**src/include/pti_pkg.sv**
```systemverilog
// Purpose: Shared constants and types of the PCI target pin interface.
// Assumes: 100 MHz core clock, serial memory organised as 16-bit words.
// Notes: Rule summary follows.
package pti_pkg;
	// Bus commands on the command lines during the address phase.
	localparam logic [3:0] CMD_IO_RD = 4'h2;
	localparam logic [3:0] CMD_IO_WR = 4'h3;
	localparam logic [3:0] CMD_MEM_RD = 4'h6;
	localparam logic [3:0] CMD_MEM_WR = 4'h7;
	localparam logic [3:0] CMD_CFG_RD = 4'hA;
	localparam logic [3:0] CMD_CFG_WR = 4'hB;
	// Configuration dword indices held in the header memory.
	localparam logic [5:0] CFG_DW_ID = 6'h00;
	localparam logic [5:0] CFG_DW_CLASS = 6'h02;
	localparam logic [5:0] CFG_DW_SUBSYS = 6'h0B;
	localparam logic [1:0] MEM_ID = 2'h0;
	localparam logic [1:0] MEM_CLASS = 2'h1;
	localparam logic [1:0] MEM_SUBSYS = 2'h2;
	// Serial memory read: start bit and read opcode, then address.
	localparam logic [2:0] EE_READ_OP = 3'h6;
	localparam logic [4:0] EE_CMD_LAST = 5'h08;
	localparam logic [4:0] EE_BIT_LAST = 5'h18;
	localparam logic [2:0] EE_WORD_LAST = 3'h5;
	// Serial clock half period, least time.
	localparam int CLK_PERIOD_NS = 10;
	localparam int SCLK_HALF_NS = 500;
	localparam int SCLK_HALF_CYC = (SCLK_HALF_NS + CLK_PERIOD_NS - 1) /
		CLK_PERIOD_NS;
	localparam logic [7:0] SCLK_DIV_LAST = 8'(SCLK_HALF_CYC - 1);
	// Target bus states.
	typedef enum logic [4:0] {
		T_IDLE = 5'h01,
		T_DEVSEL = 5'h02,
		T_DATA = 5'h04,
		T_STOPW = 5'h08,
		T_TURN = 5'h10
	} pti_tstate_e;
	// Header loader states.
	typedef enum logic [2:0] {
		L_GAP = 3'h1,
		L_SHIFT = 3'h2,
		L_DONE = 3'h4
	} pti_lstate_e;
endpackage

```
**src/verilog/pti_hdr_mem.sv**
```systemverilog
// Purpose: Small header memory with half-word writes and registered read.
// Assumes: Single clock, write and read may happen in the same cycle.
// Notes: Contents are undefined until the loader has written them.
`timescale 1ns/10ps
module pti_hdr_mem #(
	parameter int AW = 2
) (
	input wire logic clk, // Core clock.
	input wire logic we, // Write strobe.
	input wire logic [AW-1:0] waddr, // Write word address.
	input wire logic whalf, // High half when set.
	input wire logic [15:0] wdata, // Half-word to write.
	input wire logic [AW-1:0] raddr, // Read word address.
	output logic [31:0] rdata // Registered read data.
);
	logic [31:0] mem [0:(1<<AW)-1];

	// Writes one half of a word and registers the read word.
	always_ff @(posedge clk) begin
		if (we) begin
			if (whalf) begin
				mem[waddr][31:16] <= wdata;
			end else begin
				mem[waddr][15:0] <= wdata;
			end
		end
		rdata <= mem[raddr];
	end
endmodule // pti_hdr_mem

```
**src/verilog/pti_target.sv**
```systemverilog
// Purpose: PCI target pins, single-phase transfers, header loader.
// Assumes: Bus pins are synchronous to clk; user answers reads at once.
// Notes: Tri-state pins appear as value, input and active-low enable.
`timescale 1ns/10ps
module pti_target #(
	parameter logic [31:0] BAR_BASE = 32'h0001_0000,
	parameter logic [31:0] BAR_MASK = 32'hFFFF_FF00
) (
	input wire logic clk, // Bus clock.
	input wire logic rst, // Bus reset, active high, asynchronous.
	input wire logic [31:0] ad_in, // Address/data pins in.
	output logic [31:0] ad_out, // Address/data pins out.
	output logic ad_oe_n, // Address/data enable, low drives.
	input wire logic [3:0] cbe_n_in, // Command/byte enable pins.
	input wire logic par_in, // Parity pin in.
	output logic par_out, // Parity pin out.
	output logic par_oe_n, // Parity enable, low drives.
	input wire logic frame_n_in, // Cycle frame.
	input wire logic irdy_n_in, // Initiator ready.
	input wire logic idsel, // Configuration select.
	output logic devsel_n_out, // Device select out.
	output logic trdy_n_out, // Target ready out.
	output logic stop_n_out, // Stop out.
	output logic ctl_oe_n, // Enable of the three controls above.
	input wire logic irq_req, // Interrupt request level.
	output logic inta_out, // Interrupt pin value.
	output logic inta_oe_n, // Interrupt enable, low pulls low.
	input wire logic pme_req, // Power event request level.
	output logic pme_out, // Power event pin value.
	output logic pme_oe_n, // Power event enable, low pulls low.
	output logic mem_cs, // Serial memory chip select.
	output logic memory_serial_clock, // Serial memory clock.
	output logic memory_serial_in, // Data toward the memory.
	input wire logic memory_serial_out, // Data from the memory.
	output logic cfg_loaded, // Header load finished.
	output logic [31:0] usr_addr, // Decoded access address.
	output logic [3:0] usr_cmd, // Decoded access command.
	output logic usr_rd, // Read request pulse.
	input wire logic [31:0] usr_rdata, // Read data, valid with usr_rd.
	output logic usr_wr, // Write pulse.
	output logic [31:0] usr_wdata, // Write data.
	output logic [3:0] usr_be_n // Write byte enables, active low.
);
	pti_pkg::pti_tstate_e tstate_reg, tstate_next;
	pti_pkg::pti_lstate_e lstate_reg, lstate_next;
	logic frame_q_reg, frame_q_next, cfg_reg, cfg_next, retry_reg, retry_next;
	logic [31:0] addr_reg, addr_next, ad_out_reg, ad_out_next;
	logic [3:0] cmd_reg, cmd_next, be_reg, be_next;
	logic ad_oe_reg, ad_oe_next, par_reg, par_next, par_oe_reg, par_oe_next;
	logic devsel_reg, devsel_next, trdy_reg, trdy_next, stop_reg, stop_next;
	logic ctl_oe_reg, ctl_oe_next, rd_reg, rd_next, wr_reg, wr_next;
	logic [31:0] wdata_reg, wdata_next;
	logic [7:0] div_reg, div_next;
	logic [4:0] bit_reg, bit_next;
	logic [2:0] word_reg, word_next;
	logic [15:0] shift_reg, shift_next;
	logic sclk_reg, sclk_next, cs_reg, cs_next, sout_reg, sout_next;
	logic loaded_reg, loaded_next, do_meta_reg, do_sync_reg;
	logic start, is_cfg, is_bar, hit, tick, mem_we;
	logic [2:0] slot_in, slot_q;
	logic [31:0] mem_rdata;
	logic [8:0] ee_cmd;

	// Maps a configuration dword index to {valid, memory word}.
	function automatic logic [2:0] cfg_slot(input logic [5:0] dw);
		if (dw == pti_pkg::CFG_DW_ID) begin
			cfg_slot = {1'b1, pti_pkg::MEM_ID};
		end else if (dw == pti_pkg::CFG_DW_CLASS) begin
			cfg_slot = {1'b1, pti_pkg::MEM_CLASS};
		end else if (dw == pti_pkg::CFG_DW_SUBSYS) begin
			cfg_slot = {1'b1, pti_pkg::MEM_SUBSYS};
		end else begin
			cfg_slot = 3'h0;
		end
	endfunction

	// Address phase decode of configuration and window accesses.
	assign start = frame_q_reg && !frame_n_in && (tstate_reg == pti_pkg::T_IDLE);
	assign is_cfg = idsel && (ad_in[1:0] == 2'h0) &&
		(cbe_n_in == pti_pkg::CMD_CFG_RD || cbe_n_in == pti_pkg::CMD_CFG_WR);
	assign is_bar = ((ad_in & BAR_MASK) == BAR_BASE) &&
		(cbe_n_in == pti_pkg::CMD_IO_RD || cbe_n_in == pti_pkg::CMD_IO_WR ||
		cbe_n_in == pti_pkg::CMD_MEM_RD || cbe_n_in == pti_pkg::CMD_MEM_WR);
	assign hit = is_cfg || is_bar;
	assign slot_in = cfg_slot(ad_in[7:2]);
	assign slot_q = cfg_slot(addr_reg[7:2]);

	// Next values of the bus target.
	always_comb begin
		tstate_next = tstate_reg;
		frame_q_next = frame_n_in;
		addr_next = addr_reg;
		cmd_next = cmd_reg;
		cfg_next = cfg_reg;
		retry_next = retry_reg;
		ad_out_next = ad_out_reg;
		ad_oe_next = 1'b1;
		par_next = ^{ad_out_reg, cbe_n_in};
		par_oe_next = ad_oe_reg;
		devsel_next = 1'b1;
		trdy_next = 1'b1;
		stop_next = 1'b1;
		ctl_oe_next = 1'b1;
		rd_next = 1'b0;
		wr_next = 1'b0;
		wdata_next = wdata_reg;
		be_next = be_reg;
		case (tstate_reg)
			pti_pkg::T_IDLE: begin
				if (start && hit) begin
					addr_next = ad_in;
					cmd_next = cbe_n_in;
					cfg_next = is_cfg;
					retry_next = !loaded_reg;
					rd_next = is_bar && !cbe_n_in[0] && loaded_reg;
					devsel_next = 1'b0;
					ctl_oe_next = 1'b0;
					tstate_next = pti_pkg::T_DEVSEL;
				end
			end
			pti_pkg::T_DEVSEL: begin
				devsel_next = 1'b0;
				ctl_oe_next = 1'b0;
				if (cfg_reg) begin
					ad_out_next = slot_q[2] ? mem_rdata : 32'h0000_0000;
				end else begin
					ad_out_next = usr_rdata;
				end
				if (retry_reg) begin
					stop_next = 1'b0;
					tstate_next = pti_pkg::T_STOPW;
				end else begin
					trdy_next = 1'b0;
					stop_next = frame_n_in;
					ad_oe_next = cmd_reg[0];
					tstate_next = pti_pkg::T_DATA;
				end
			end
			pti_pkg::T_DATA: begin
				devsel_next = 1'b0;
				ctl_oe_next = 1'b0;
				if (!irdy_n_in) begin
					wr_next = cmd_reg[0] && !cfg_reg;
					wdata_next = ad_in;
					be_next = cbe_n_in;
					if (!frame_n_in) begin
						stop_next = 1'b0;
						tstate_next = pti_pkg::T_STOPW;
					end else begin
						tstate_next = pti_pkg::T_TURN;
					end
				end else begin
					trdy_next = 1'b0;
					stop_next = frame_n_in;
					ad_oe_next = cmd_reg[0];
				end
			end
			pti_pkg::T_STOPW: begin
				ctl_oe_next = 1'b0;
				if (frame_n_in) begin
					tstate_next = pti_pkg::T_TURN;
				end else begin
					devsel_next = 1'b0;
					stop_next = 1'b0;
				end
			end
			default: begin
				tstate_next = pti_pkg::T_IDLE;
			end
		endcase
	end

	// Registers of the bus target, all timed from the bus clock.
	always_ff @(posedge clk or posedge rst) begin
		if (rst) begin
			tstate_reg <= pti_pkg::T_IDLE;
			frame_q_reg <= 1'b1;
			addr_reg <= 32'h0000_0000;
			cmd_reg <= 4'h0;
			cfg_reg <= 1'b0;
			retry_reg <= 1'b0;
			ad_out_reg <= 32'h0000_0000;
			ad_oe_reg <= 1'b1;
			par_reg <= 1'b0;
			par_oe_reg <= 1'b1;
			devsel_reg <= 1'b1;
			trdy_reg <= 1'b1;
			stop_reg <= 1'b1;
			ctl_oe_reg <= 1'b1;
			rd_reg <= 1'b0;
			wr_reg <= 1'b0;
			wdata_reg <= 32'h0000_0000;
			be_reg <= 4'hF;
		end else begin
			tstate_reg <= tstate_next;
			frame_q_reg <= frame_q_next;
			addr_reg <= addr_next;
			cmd_reg <= cmd_next;
			cfg_reg <= cfg_next;
			retry_reg <= retry_next;
			ad_out_reg <= ad_out_next;
			ad_oe_reg <= ad_oe_next;
			par_reg <= par_next;
			par_oe_reg <= par_oe_next;
			devsel_reg <= devsel_next;
			trdy_reg <= trdy_next;
			stop_reg <= stop_next;
			ctl_oe_reg <= ctl_oe_next;
			rd_reg <= rd_next;
			wr_reg <= wr_next;
			wdata_reg <= wdata_next;
			be_reg <= be_next;
		end
	end

	// Serial memory read command for the current word.
	assign ee_cmd = {pti_pkg::EE_READ_OP, 3'h0, word_reg};
	assign tick = (div_reg == pti_pkg::SCLK_DIV_LAST);
	assign mem_we = (lstate_reg == pti_pkg::L_SHIFT) && tick && sclk_reg &&
		(bit_reg == pti_pkg::EE_BIT_LAST);

	// Next values of the header loader.
	always_comb begin
		lstate_next = lstate_reg;
		div_next = tick ? 8'h00 : div_reg + 8'h01;
		bit_next = bit_reg;
		word_next = word_reg;
		shift_next = shift_reg;
		sclk_next = sclk_reg;
		cs_next = cs_reg;
		sout_next = sout_reg;
		loaded_next = loaded_reg;
		case (lstate_reg)
			pti_pkg::L_GAP: begin
				if (tick) begin
					cs_next = 1'b1;
					bit_next = 5'h00;
					sout_next = ee_cmd[8];
					lstate_next = pti_pkg::L_SHIFT;
				end
			end
			pti_pkg::L_SHIFT: begin
				if (tick && !sclk_reg) begin
					sclk_next = 1'b1;
				end else if (tick) begin
					sclk_next = 1'b0;
					if (bit_reg > pti_pkg::EE_CMD_LAST) begin
						shift_next = {shift_reg[14:0], do_sync_reg};
					end
					if (bit_reg == pti_pkg::EE_BIT_LAST) begin
						cs_next = 1'b0;
						sout_next = 1'b0;
						word_next = word_reg + 3'h1;
						if (word_reg == pti_pkg::EE_WORD_LAST) begin
							lstate_next = pti_pkg::L_DONE;
						end else begin
							lstate_next = pti_pkg::L_GAP;
						end
					end else begin
						bit_next = bit_reg + 5'h01;
						sout_next = (bit_reg < pti_pkg::EE_CMD_LAST) ?
							ee_cmd[3'(pti_pkg::EE_CMD_LAST - bit_reg - 5'h01)] :
							1'b0;
					end
				end
			end
			default: begin
				div_next = 8'h00;
				sclk_next = 1'b0;
				cs_next = 1'b0;
				loaded_next = 1'b1;
			end
		endcase
	end

	// Registers of the loader; returned data passes two flip-flops.
	always_ff @(posedge clk or posedge rst) begin
		if (rst) begin
			lstate_reg <= pti_pkg::L_GAP;
			div_reg <= 8'h00;
			bit_reg <= 5'h00;
			word_reg <= 3'h0;
			shift_reg <= 16'h0000;
			sclk_reg <= 1'b0;
			cs_reg <= 1'b0;
			sout_reg <= 1'b0;
			loaded_reg <= 1'b0;
			do_meta_reg <= 1'b0;
			do_sync_reg <= 1'b0;
		end else begin
			lstate_reg <= lstate_next;
			div_reg <= div_next;
			bit_reg <= bit_next;
			word_reg <= word_next;
			shift_reg <= shift_next;
			sclk_reg <= sclk_next;
			cs_reg <= cs_next;
			sout_reg <= sout_next;
			loaded_reg <= loaded_next;
			do_meta_reg <= memory_serial_out;
			do_sync_reg <= do_meta_reg;
		end
	end

	// Header words: even serial word fills the low half of a dword.
	pti_hdr_mem #(.AW(2)) pti_hdr_mem_i (
		.clk(clk),
		.we(mem_we),
		.waddr(word_reg[2:1]),
		.whalf(word_reg[0]),
		.wdata({shift_reg[14:0], do_sync_reg}),
		.raddr(slot_in[1:0]),
		.rdata(mem_rdata)
	);

	// Pin and user outputs; open-drain lines follow the request levels.
	assign inta_out = 1'b0;
	assign inta_oe_n = !irq_req;
	assign pme_out = 1'b0;
	assign pme_oe_n = !pme_req;
	assign ad_out = ad_out_reg;
	assign ad_oe_n = ad_oe_reg;
	assign par_out = par_reg;
	assign par_oe_n = par_oe_reg;
	assign devsel_n_out = devsel_reg;
	assign trdy_n_out = trdy_reg;
	assign stop_n_out = stop_reg;
	assign ctl_oe_n = ctl_oe_reg;
	assign mem_cs = cs_reg;
	assign memory_serial_clock = sclk_reg;
	assign memory_serial_in = sout_reg;
	assign cfg_loaded = loaded_reg;
	assign usr_addr = addr_reg;
	assign usr_cmd = cmd_reg;
	assign usr_rd = rd_reg;
	assign usr_wr = wr_reg;
	assign usr_wdata = wdata_reg;
	assign usr_be_n = be_reg;
endmodule // pti_target

```
**config.mk**
```make
export PLATFORM = sky130hd
export DESIGN_NAME = pti_target
export DESIGN_NICKNAME = d
export VERILOG_FILES = /design/src/include/pti_pkg.sv /design/src/verilog/pti_hdr_mem.sv /design/src/verilog/pti_target.sv
export SDC_FILE = /design/constraint.sdc
export NUM_CORES = 1
export LEC_CHECK = 0
export ABC_AREA = 1
export ABC_CLOCK_PERIOD_IN_PS = 5200
export BUFFER_PORTS_ARGS = -buffer_cell sky130_fd_sc_hd__buf_2
export CAP_MARGIN = 5
export CORE_UTILIZATION = 40
export DETAILED_ROUTE_END_ITERATION = 10
export HOLD_SLACK_MARGIN = 0.12
export PLACE_DENSITY_LB_ADDON = 0.15
export SETUP_SLACK_MARGIN = 0.4
export SYNTH_ARGS = -nofsm -noshare
export SYNTH_HDL_FRONTEND = slang
export SYNTH_SLANG_ARGS = --single-unit
export TNS_END_PERCENT = 100
```
**constraint.sdc**
```tcl
create_clock -name clk -period 5.2 [get_ports clk]
set_clock_uncertainty 0.15 [all_clocks]
set_input_delay 0.78 -clock clk [delete_from_list [all_inputs] [get_ports clk]]
set_output_delay 0.78 -clock clk [all_outputs]
set_load 0.02 [all_outputs]
```
Word level (Yosys, flattened, before mapping)
Memory sizes are Yosys's and may differ from the RTL's. A register that Yosys moved wholly into a read port is not among the register bits.
Index checks and enable logic that the tools add are counted.
{"block": "totals", "regBits": 161, "ram_bits": 128, "output_inout_bits": 121, "elab_cells": 178, "memories": 1}
{"name": "pti_hdr_mem_i.mem", "words": 4, "width": 32, "rd": 1, "rd_ports_with_merged_regs": 1, "write_ports": 1, "line_no": "pti_hdr_mem.sv:16", "text": "logic [31:0] mem [0:(1<<AW)-1];"}
{"block": "classes", "add_sub_neg": 5, "magnitude_cmp": 3, "n_eq_ne": 29, "muxes": 65, "bitwise": 3, "reduce_logical": 43}
{"operator": "32-bit 2-to-1 mux", "n": 2}
{"operator": "5-bit 2-to-1 mux", "n": 8}
{"operator": "36-bit parity", "n": 1}
{"operator": "1-bit 2-to-1 mux", "n": 29}
{"operator": "24-bit by 9-bit equality test with 1-bit output, second input constant", "n": 1}
{"operator": "3-bit 2-to-1 mux", "n": 8}
{"operator": "5-bit case mux with 4 select lines", "n": 1}
{"operator": "8-bit 2-to-1 mux", "n": 2}
{"operator": "4-bit AND reduction", "n": 4}
{"operator": "1-bit logical AND", "n": 13}
{"operator": "6-bit by 2-bit equality test with 1-bit output, second input constant", "n": 2}
{"operator": "6-bit by 4-bit equality test with 1-bit output, second input constant", "n": 2}
{"operator": "6-bit zero test", "n": 2}
{"operator": "2-bit != test, second input constant", "n": 6}
{"operator": "1-bit case mux with 2 select lines", "n": 6}
{"operator": "5-bit case mux with 2 select lines", "n": 1}
{"operator": "5-bit AND reduction", "n": 2}
{"operator": "8-bit by 1-bit adder with 8-bit output, second input constant", "n": 1}
{"operator": "4-bit by 2-bit equality test with 1-bit output, second input constant", "n": 2}
{"operator": "4-bit by 3-bit equality test with 1-bit output, second input constant", "n": 2}
{"operator": "4-bit equality test, second input constant", "n": 2}
{"operator": "8-bit by 6-bit equality test with 1-bit output, second input constant", "n": 1}
{"operator": "1-bit zero test", "n": 7}
{"operator": "2-bit 2-to-1 mux", "n": 3}
{"operator": "29 further kinds", "n": 40}

Longest topological paths before layout
Gate-level depths: netlist of run 1.
{"block": "depth", "word_depth": 9, "mapped_depth": 13}

By module
From an unflattened synthesis of run 1, not the netlist that was laid out.
{"block": "unflattened", "cells_unflattened": 1492, "hier_area_um2": 13907.1}
{"mod": "pti_target", "instances": 1, "cells_per_inst": 945, "area_per_inst_um2": 7801.2, "seq_area_each_um2": 4045.1}
{"mod": "pti_hdr_mem", "instances": 1, "cells_per_inst": 547, "area_per_inst_um2": 6105.9, "seq_area_each_um2": 4484.3}

Worst setup path before layout of run 1
Ideal clock, no wire load.
{"block": "synth_path", "path_type": "register to register", "from": "reg bit_reg[0]", "to": "mem pti_hdr_mem_i.mem[2][0], enable pin", "arrival_ps": 2512, "required_time_ps": 4641, "slack_ps": 2129, "stages_incl_launch_ff": 9, "n_path_buf": 0, "synth_period_minus_slack_ps": 3071, "path_cell_list": "dfrtp_1 inv_1 ha_1 inv_1 nor2_1 nand3_1 nor4_2 nand2_1 nor3_1"}
{"block": "synth_between", "elab_chain_len": 4}
{"element": "start, declared", "line_no": "pti_target.sv:54", "text": "logic [4:0] bit_reg, bit_next;"}
{"element": "start signal, assigned", "line_no": "pti_target.sv:293", "text": "bit_reg <= bit_next;"}
{"element": "5-bit equality test", "line_no": "pti_target.sv:220", "text": "(bit_reg == pti_pkg::EE_BIT_LAST);"}
{"element": "1-bit logical AND", "line_no": "pti_target.sv:219", "text": "assign mem_we = (lstate_reg == pti_pkg::L_SHIFT) && tick && sclk_reg &&"}
{"element": "1-bit 2-to-1 mux", "line_no": "pti_hdr_mem.sv:20", "text": "if (we) begin"}
{"element": "1-bit 2-to-1 mux (implied by the code)", "line_no": "pti_hdr_mem.sv:24", "text": "mem[waddr][15:0] <= wdata;"}
{"element": "end, declared", "line_no": "pti_hdr_mem.sv:16"}
Every way passes these cells.

Worst setup path in the final report of run 1
{"block": "layout_path", "from": "reg bit_reg[0]", "to": "mem pti_hdr_mem_i.mem[2][22], enable pin"}
{"block": "layout_between", "elab_chain_len": 4}
{"element": "5-bit equality test", "line_no": "pti_target.sv:220"}
{"element": "1-bit logical AND", "line_no": "pti_target.sv:219"}
{"element": "1-bit 2-to-1 mux", "line_no": "pti_hdr_mem.sv:20"}
{"element": "1-bit 2-to-1 mux (implied by the code)", "line_no": "pti_hdr_mem.sv:22", "text": "mem[waddr][31:16] <= wdata;"}
Every way passes these cells.

==> results.toml, run 1 <==
[clocking]
post_cts_buffers = 0
h-tree-depth = 1
clock_latency_ns = 0.55
clkSinkCount = 289
cts_tree = "built"
postCtsHoldBufs = 0
cts_root_buffer = "clkbuf_16"
cts_resized = 0
cts_made_buffers = 30
clockBufferDepth = 3
path_clk_slew_ns = 0.06

[setup_path]
crit_slowest_cell = "nor3_4"
path_max_fanout = 16
crit_path_start = "bit_reg[0]$_DFFE_PP0P_"
cpPeakStageDelay_ns = 0.80
cp-start-kind = "register"
critPathKind = "register to register"
cp_data_arrival_time_ns = 3.05
crit_path_end_kind = "register"
path_cells = "inv_1 -> ha_1 -> inv_1 -> nor2_1 -> nand3_1 -> nor4_2 -> nand2_1 -> nor3_4"
crit_family = "simple AND/OR/NAND/NOR gates"
worstReg2RegStart = "bit_reg[0]$_DFFE_PP0P_"
path_common_cell = "inv_1"
cp_num_buf_inv = 2
crit_required_ns = 5.21

[logic_synthesis]
synthCells = 1211
yosysSeqAreaShare_pct = 62.5
netlist_top_cells_count = "nand2_1 (308), inv_1 (165), dfrtp_1 (148)"
synth_area_um2 = 12100
synth_area_leaders = "dfrtp_1 (31%), edfxtp_1 (24%), nand2_1 (9.5%), dfxtp_1 (5.3%), inv_1 (5.1%)"
syn_avg_cell_area_um2 = 10.0
yosysTopAreaCell = "dfrtp_1"
synth_top_cell_area_share_pct = 30.6
synth-edff-count = 96
synth_seq_cells = 289
ys_warn_count = 0
synthArstFlopShare_pct = 55.7
synth_cell_types = 40
synth_most_common_cell = "nand2_1"
synthFlopType = "dfrtp_1"

[floorplan]
dieArea_um2 = 31000
start_util_pct = 40.8
chipWidth_um = 176
die_y_um = 176
rows = 63
core_area_um2 = 29700
io_pins = 198

[cells_and_area]
top_register = "pti_hdr_mem_i.mem"
final_nets = 1488
areaGrowthSynthToFinish_pct = 20.0
drive_gt1_share_pct = 22.3
fin_area_um2 = 14500
largest_reg_flops = 96
antenna_cells = 0

[routing]
vias = 8662
viasPerCell = 4.78
totalWireLength_um = 27400
drc = 0
wl_per_cell_um = 15.1
first_iter_violations = 511
drt_first_pass_iters = 4
drtAntennaViolNets = 0

[global_route]
grt_pass1_wl_um = 44300
grt_pass1_vias = 8239
grt_antenna_before_repair = 2
grt_max_degree = 128
grt.overflow.total = 0
gr-usage-all-layers_pct = 18.0

[timing]
period_minus_slack_ns = 3.04
rsz0062_at_grt = "no"
setup_viol = 0
max-slew-margin-rel_pct = 24.7
worst_hold_slack_ns = 0.201
slew_violations = 0
post-route-period-util_pct = 58.4
hold_viol = 0
fmax_mhz = 329
max_slew.worst_pin.slew_ns = 1.13
finalSetupTns_ns = 0

[worst_hold_path]
min_from = "do_meta_reg$_DFF_PP0_"
hold_path.class = "register to register"

[pwr]
p_leak_nw = 7.02
vdd_drop_max_v = 0.000241
cellPowerDensity_nw_per_um2 = 335

[placement]
portBuffers = 194
post-dp-hpwl_um = 18400
placed_cell_area_um2 = 13500
routabilityCongestion = 0.819

[status]
outcome = "completed"

[flow_run]
drv_cap = 0
## worst paths after layout
kind | endpoint | slack (ns) | cells past startpoint
hold reg to reg | do_sync_reg$_DFF_PP0_ | 0.20 | 0
setup / recovery | pti_hdr_mem_i.mem[2][22]$_DFFE_PP_ | 2.16 | 8
min in group asynchronous | div_reg[4]$_DFF_PP0_ | 0.24 | 2
setup reg to reg | pti_hdr_mem_i.mem[2][22]$_DFFE_PP_ | 2.16 | 8
max in group asynchronous | shift_reg[6]$_DFFE_PP0P_ | 3.46 | 3
hold / removal | do_sync_reg$_DFF_PP0_ | 0.20 | 0
## routing by layer
metal / up-vias / GRT usage (%) / routed length (um)
met5: - / 0 / 0
met4: 0 / 4.53 / 476
met3: 31 / 2.56 / 1270
met2: 178 / 29.9 / 12800
met1: 4067 / 24.6 / 12800
li1: 4386 / - / -
## stage by stage
stage                     total power [mW]  utilization [%]  std cells  setup WS, ns
after floorplan                       2.63                -       1212          2.13
after global placement                2.75             45.5       1758          2.15
after detailed placement              2.75             45.5       1758          2.09
after CTS                             4.92             48.9       1814          2.06
after global routing                  5.04             48.9       1814          1.84
final                                 4.87             48.9       1814          2.16
## layout by cell type, fill, tap and decap left out, types with 7 or more instances in the layout
cell         n
ha_1        11
clkinv_2     8
buf_4        8
nor2_1      33
xor2_1       9
mux2_2      20
edfxtp_1    96
nand3_1     89
inv_1      164
nand2_1    307
a22oi_1     28
nand4_1      9
clkbuf_16   30
buf_2      194
dfstp_2     13
nor3_1       7
dfxtp_1     32
o211ai_1    33
mux2_4      10
o21ai_0     73
dfrtp_1    148
a21oi_1     41
## power by group
group          total [mW]  internal (mW)  switching [mW]
registers            2.41           2.38          0.0235
clock network        2.16           1.29           0.875
logic               0.297         0.0931           0.204
total                4.87           3.76            1.10
## cell families (layout without fill, tap and decap cells)
family / after synthesis / count (layout) / share of synthesized area [%]
adders and majority gates: 11 / 11 / 1.14
AOI/OAI and AO/OA: 183 / 183 / 8.90
muxes: 30 / 30 / 3.10
buffers and inverters: 213 / 425 / 6.91
and+or+nand+nor: 472 / 472 / 16.6
xor gates and xnor gates: 12 / 12 / 0.868
DFF: 289 / 289 / 62.5
other: 1 / 2 / 0.0310
## area by class of cell
| cell class | instances | area, um^2 |
|---|---|---|
| tap | 390 | 488 |
| clock inverter | 20 | 215 |
| multi-input combinational | 710 | 3790 |
| timing repair buffer | 203 | 1050 |
| clock buffer | 36 | 793 |
| fill | 2792 | 15200 |
| sequential | 289 | 7570 |
| inverter | 166 | 628 |
## worst register-to-register path, cell delays in order (launching register included)
cell and delay (ns):
dfrtp_1 0.41, inv_1 0.11, ha_1 0.15, inv_1 0.04
nor2_1 0.16, nand3_1 0.17, nor4_2 0.38, nand2_1 0.26
nor3_4 0.81
(Power assumes the default switching activity.)
==> run 2, diff against run 1 <==
- ABC_CLOCK_PERIOD_IN_PS: 5200 -> 2810
- clock period: 5.2 -> 2.81 ns (I/O delays scaled with it)
==> results.toml, run 2 (same netlist as run 1, synthesis figures left out) <==
[setup_path]
reg2reg_depth = 9
r2r_slack_ns = 0.54
worstReg2RegStart = "bit_reg[1]$_DFFE_PP0P_"
cp_data_arrival_time_ns = 2.36
timing.rr.end = "pti_hdr_mem_i.mem[2][15]$_DFFE_PP_"
critPathKind = "register to register"
crit_path_end_kind = "register"
cp-start-kind = "register"
path_max_fanout = 16
crit_required_ns = 2.90

[floorplan]
start_util_pct = 40.8
rows = 63
die_y_um = 176
chipWidth_um = 176
core_area_um2 = 29700
dieArea_um2 = 31000
io_pins = 198

[pwr]
vdd_drop_max_v = 0.000458
p_leak_nw = 7.45
pwr-share-clk_pct = 44.8
total_power_mw = 9.22
cellPowerDensity_nw_per_um2 = 595
p_int_mw = 7.16
swShare_pct = 22.4
combPwrFrac_pct = 6.9
p_sw_mw = 2.07
sequentialPowerShare_pct = 48.3

[global_route]
gr-usage-all-layers_pct = 18.9
grt_max_degree = 65
use_met1_pct = 25.5
top_usage_layer = "met2"
grt.met3_usage_pct = 2.78
grt_pass1_vias = 8718
grt.overflow.total = 0
use_met2_pct = 31.6
grt_pass1_wl_um = 46800
grt_antenna_before_repair = 0

[clocking]
h-tree-depth = 1
post_cts_buffers = 0
cts_tree = "built"
cts_made_buffers = 31
cts_root_buffer = "clkbuf_16"
path_clk_slew_ns = 0.06
clock_latency_ns = 0.57
clockBufferDepth = 3
clkSinkCount = 289

[flow_run]
drv_cap = 0

[cells_and_area]
fill_cells = 2671
top_register = "pti_hdr_mem_i.mem"
largest_reg_flops = 96
regArea_um2 = 7570
final_common_cell = "nand2_1"
antenna_cells = 0
drive_gt1_share_pct = 22.3
fin_util_pct = 52.1
multiInputGateArea_um2 = 3820
final_nets = 1578
final_cell_mix = "nand2_1 (305), buf_2 (194), inv_1 (164)"
areaGrowthSynthToFinish_pct = 27.9

[timing]
max_slew.worst_pin.slew_ns = 0.669
slew_violations = 0
max-slew-margin-rel_pct = 55.3
hold_viol = 0
setup_viol = 0
post-route-period-util_pct = 81.0
fmax_mhz = 440
finalSetupTns_ns = 0
rsz0062_at_grt = "yes"
period_minus_slack_ns = 2.27

[routing]
wl_per_cell_um = 15.2
viasPerCell = 4.78
drt_first_pass_iters = 5
totalWireLength_um = 29000
drtAntennaViolNets = 0
first_iter_violations = 553
vias = 9106
drc = 0

[placement]
routabilityCongestion = 0.826
portBuffers = 194
post-dp-hpwl_um = 19700

[worst_hold_path]
hold_path.class = "input port to async pin"

[status]
outcome = "completed"
==> run 2: cell count changes in the layout (fill, tap and decap cells not counted), moves of 2 or more <==
cell,previous run,this run
buf_12,1,3
nor2_2,1,3
clkinv_2,8,5
nand2_2,3,5
nor2_1,33,31
dlygate4sd3_1,0,72
nand2_1,307,305
buf_6,0,4
clkinv_1,5,10
buf_4,8,19
==> run 2: layout make-up <==
| type | count | share of cell area [%] |
|---|---|---|
| inverters | 166 | 4.05 |
| well taps | 390 | 3.15 |
| repair buffers | 292 | 12.5 |
| clock buffers | 36 | 5.19 |
| clock inverters | 22 | 1.56 |
| flip-flops and latches | 289 | 48.9 |
| multi-input cells | 710 | 24.7 |
==> run 2: power groups by stage <==
stage / Combinational [mW] / Sequential (mW) / Clock [mW]
5_1_grt: 0.705 / 4.46 / 4.41
3_5_place_dp: 0.560 / 4.54 / 0
3_3_place_gp: 0.553 / 4.54 / 0
4_1_cts: 0.641 / 4.46 / 4.24
6_report: 0.636 / 4.46 / 4.13
2_1_floorplan: 0.253 / 4.62 / 0
==> run 2: repair_timing <==
item,4_1_cts,5_1_grt
endpoints found under the setup margin,0,82
hold buffers,72,0
resized for setup,0,9
hold endpoints to repair,259,0
==> run 2: routing by layer <==
layer | vias up | share of wire [%]
li1 | 4557 | -
met1 | 4285 | 45
met2 | 210 | 48
met3 | 54 | 4.6
met4 | 0 | 2.6
met5 | - | 0
==> run 2: per-stage QoR <==
| step | instance area, um^2 | instances | worst slack (ns) | hold WS [ns] |
|---|---|---|---|---|
| 2_1_floorplan | 12200 | 1212 | 0.206 | 0.181 |
| 4_1_cts | 15500 | 1905 | 0.422 | 0.170 |
| 5_1_grt | 15500 | 1905 | 0.387 | 0.197 |
| 3_3_place_gp | 13700 | 1775 | 0.480 | 0.185 |
| 3_5_place_dp | 13700 | 1775 | 0.431 | 0.193 |
| 6_report | 15500 | 1905 | 0.535 | 0.186 |
==> run 2: worst max-delay path by stage <==
stage / to / cells past startpoint / from / slack (ns)
floorplan: ad_out[0]$_DFFE_PP0P_ / 1 / rst / 0.21
global placement: pti_hdr_mem_i.mem[2][22]$_DFFE_PP_ / 9 / bit_reg[0]$_DFFE_PP0P_ / 0.48
detailed placement: pti_hdr_mem_i.mem[2][25]$_DFFE_PP_ / 9 / bit_reg[0]$_DFFE_PP0P_ / 0.43
CTS: pti_hdr_mem_i.mem[2][16]$_DFFE_PP_ / 9 / bit_reg[1]$_DFFE_PP0P_ / 0.42
global route: usr_addr[5]$_DFFE_PP0P_ / 13 / cbe_n_in[2] / 0.39
finish: pti_hdr_mem_i.mem[2][15]$_DFFE_PP_ / 9 / bit_reg[1]$_DFFE_PP0P_ / 0.54
==> run 2: critical path: stages, from the launching register on <==
cell     delay [ns]
dfrtp_1        0.40
inv_1          0.11
ha_1           0.15
inv_1          0.04
nor2_2         0.13
nand3_2        0.14
nor4_4         0.25
nand2_2        0.18
nor3_4         0.19
buf_6          0.23
==> run 3, diff against run 2 <==
- ABC_AREA: 1 -> 0
- ABC_CLOCK_PERIOD_IN_PS: 2810 -> 2100
- clock period: 2.81 -> 2.1 ns (I/O delays scaled with it)
==> results.toml, run 3 <==
[logic_synthesis]
synth_cell_types = 55
synth-edff-count = 96
netlist_top_cells_count = "dfrtp_1 (148), edfxtp_1 (96), nand2_1 (90)"
synth_most_common_cell = "dfrtp_1"
synth_area_um2 = 11400
synthArstFlopShare_pct = 55.7
synth_top_cell_area_share_pct = 32.5
yosysTopAreaCell = "dfrtp_1"
synth_seq_cells = 289
syn_avg_cell_area_um2 = 13.4
ys_warn_count = 0
synth_area_leaders = "dfrtp_1 (32%), edfxtp_1 (25%), mux2_2 (8.3%), dfxtp_1 (5.6%), o21ai_0 (3.4%)"
yosysSeqAreaShare_pct = 66.4
synthFlopType = "dfrtp_1"
synthCells = 853

[cells_and_area]
final_cell_mix = "buf_2 (184), dfrtp_1 (140), edfxtp_1 (96)"
largest_reg_flops = 96
final_nets = 1334
drive_gt1_share_pct = 42.4
fill_cells = 2214
areaGrowthSynthToFinish_pct = 45.0
final_common_cell = "buf_2"
finalNonFillerCells = 1649
fin_util_pct = 59.2
top_register = "pti_hdr_mem_i.mem"

[pwr]
p_leak_nw = 7.32
cellPowerDensity_nw_per_um2 = 750
pwr-share-clk_pct = 44.0
combPwrFrac_pct = 8.2
sequentialPowerShare_pct = 47.7
vdd_drop_max_v = 0.000542
p_sw_mw = 2.73
swShare_pct = 22.1
total_power_mw = 12.4
p_int_mw = 9.66

[setup_path]
cp_num_buf_inv = 3
cpPeakStageDelay_ns = 0.46
cp-start-kind = "register"
r2r_slack_ns = -0.55
critPathKind = "register to register"
crit_slowest_cell = "or4b_4"
crit_required_ns = 2.21
path_cells = "inv_1 -> ha_1 -> or4b_4 -> or3_4 -> nor4_4 -> buf_4 -> nand2b_4 -> nor3_4 -> buf_12"
cp_data_arrival_time_ns = 2.75
crit_family = "simple AND/OR/NAND/NOR gates"
path_max_fanout = 16
crit_path_end_kind = "register"

[floorplan]
chipWidth_um = 171
start_util_pct = 40.8
core_area_um2 = 27900
dieArea_um2 = 29200
io_pins = 198
die_y_um = 171
rows = 61

[status]
violations = "setup timing"
outcome = "finished with violations"

[timing]
post-route-period-util_pct = 126
rsz0062_at_grt = "yes"
fin_ws_ns = -0.547
fmax_mhz = 378
setup_viol = 149
hold_viol = 0
period_minus_slack_ns = 2.65
worst_hold_slack_ns = 0.144
slew_violations = 0

[placement]
dp_slack_ns = -0.611
post-dp-hpwl_um = 18600
routabilityCongestion = 0.849
portBuffers = 194
place_inst = 1478

[flow_run]
drv_cap = 0

[global_route]
gr-usage-all-layers_pct = 19.5
grt_antenna_before_repair = 1
grt.overflow.total = 0
grt_pass1_wl_um = 43500
grt_max_degree = 65
grt_pass1_vias = 7744

[routing]
first_iter_violations = 390
drc = 0
drt_first_pass_iters = 4
vias = 7935
wl_per_cell_um = 17.7
totalWireLength_um = 29100
viasPerCell = 4.81
drtAntennaViolNets = 0

[clocking]
path_clk_slew_ns = 0.06
cts_root_buffer = "clkbuf_16"
clock_latency_ns = 0.55
h-tree-depth = 1
clkSinkCount = 289
clockBufferDepth = 3
cts_tree = "built"
cts_made_buffers = 30

[worst_hold_path]
hold_path.class = "input port to register"
## run 3: cell count changes in the layout (fill, tap and decap cells not counted), sizes merged, moves of 35 or more
cell,change
nand3,-86
inv,-150
nand2,-219
buf,+105
mux2i,+36
nor2b,+35
mux2,+54
## run 3: area by class of cell
class                   instances  area (um^2)  area share, %
flip-flops and latches        289         7580           45.9
multi-input cells             509         4120           24.9
repair buffers                401         3270           19.8
clock buffers                  33          783           4.74
well taps                     378          473           2.86
clock inverters                23          239           1.45
inverters                      15         62.6          0.379
diodes                          1         2.50         0.0151
## run 3: metal layers
| layer | GRT usage [%] | up-vias | wire [um] |
|---|---|---|---|
| met1 | 26.6 | 3874 | 13200 |
| met4 | 5.25 | 0 | 622 |
| met2 | 32.2 | 188 | 14000 |
| li1 | - | 3823 | - |
| met5 | 0 | - | 0 |
| met3 | 3.03 | 50 | 1330 |
## run 3: worst reg2reg max path, stage by stage, from the launching register on
cell	delay [ns]
dfrtp_1	0.37
inv_1	0.06
ha_1	0.13
or4b_4	0.46
or3_4	0.36
nor4_4	0.21
buf_4	0.18
nand2b_4	0.10
nor3_4	0.16
buf_12	0.18
## run 3: metrics by stage
stage	area, um^2	setup TNS, ns
after floorplan	11700	-160.74
after global placement	13800	-74.33
after detailed placement	13800	-75.97
after CTS	16100	-69.49
after global routing	16500	-78.80
final	16500	-59.51
## run 3: logic make-up (layout without fill, tap and decap cells)
group	Yosys count	count (layout)	synth area share, %
adders and majority gates	11	11	1.21
DFF	289	289	66.4
AOI/OAI and AO/OA	136	136	6.70
buffers and inverters	56	472	2.10
xor gates and xnor gates	41	41	3.27
other	1	3	0.0329
and+or+nand+nor	199	199	8.84
muxes	120	120	11.5
## run 3: repair_timing
item	4_1_cts	5_1_grt
setup endpoints to repair	221	269
endpoints found under the hold margin	258	0
resized for setup	56	73
pin swaps	7	13
hold buffers	72	0
cloned	7	6
setup buffers	13	16
## run 3: worst paths after layout
check	from	to	cells after the start
worst max-delay path	div_reg[1]$_DFF_PP0_	pti_hdr_mem_i.mem[0][9]$_DFFE_PP_	9
worst min-delay path	cbe_n_in[2]	usr_cmd[2]$_DFFE_PP0P_	3
worst max register to register	div_reg[1]$_DFF_PP0_	pti_hdr_mem_i.mem[0][9]$_DFFE_PP_	9
worst min register to register	do_meta_reg$_DFF_PP0_	do_sync_reg$_DFF_PP0_	0
max in group asynchronous	rst	usr_be_n[1]$_DFFE_PP1P_	4
min in group asynchronous	rst	usr_addr[9]$_DFFE_PP0P_	3
## run 3: power groups by stage
stage | Sequential [mW] | Clock (mW) | Combinational (mW)
floorplan | 6.08 | 0 | 0.357
global placement | 6.02 | 0 | 0.760
detailed placement | 6.03 | 0 | 0.764
CTS | 5.92 | 5.60 | 0.882
global route | 5.92 | 5.82 | 1.10
finish | 5.92 | 5.45 | 1.02
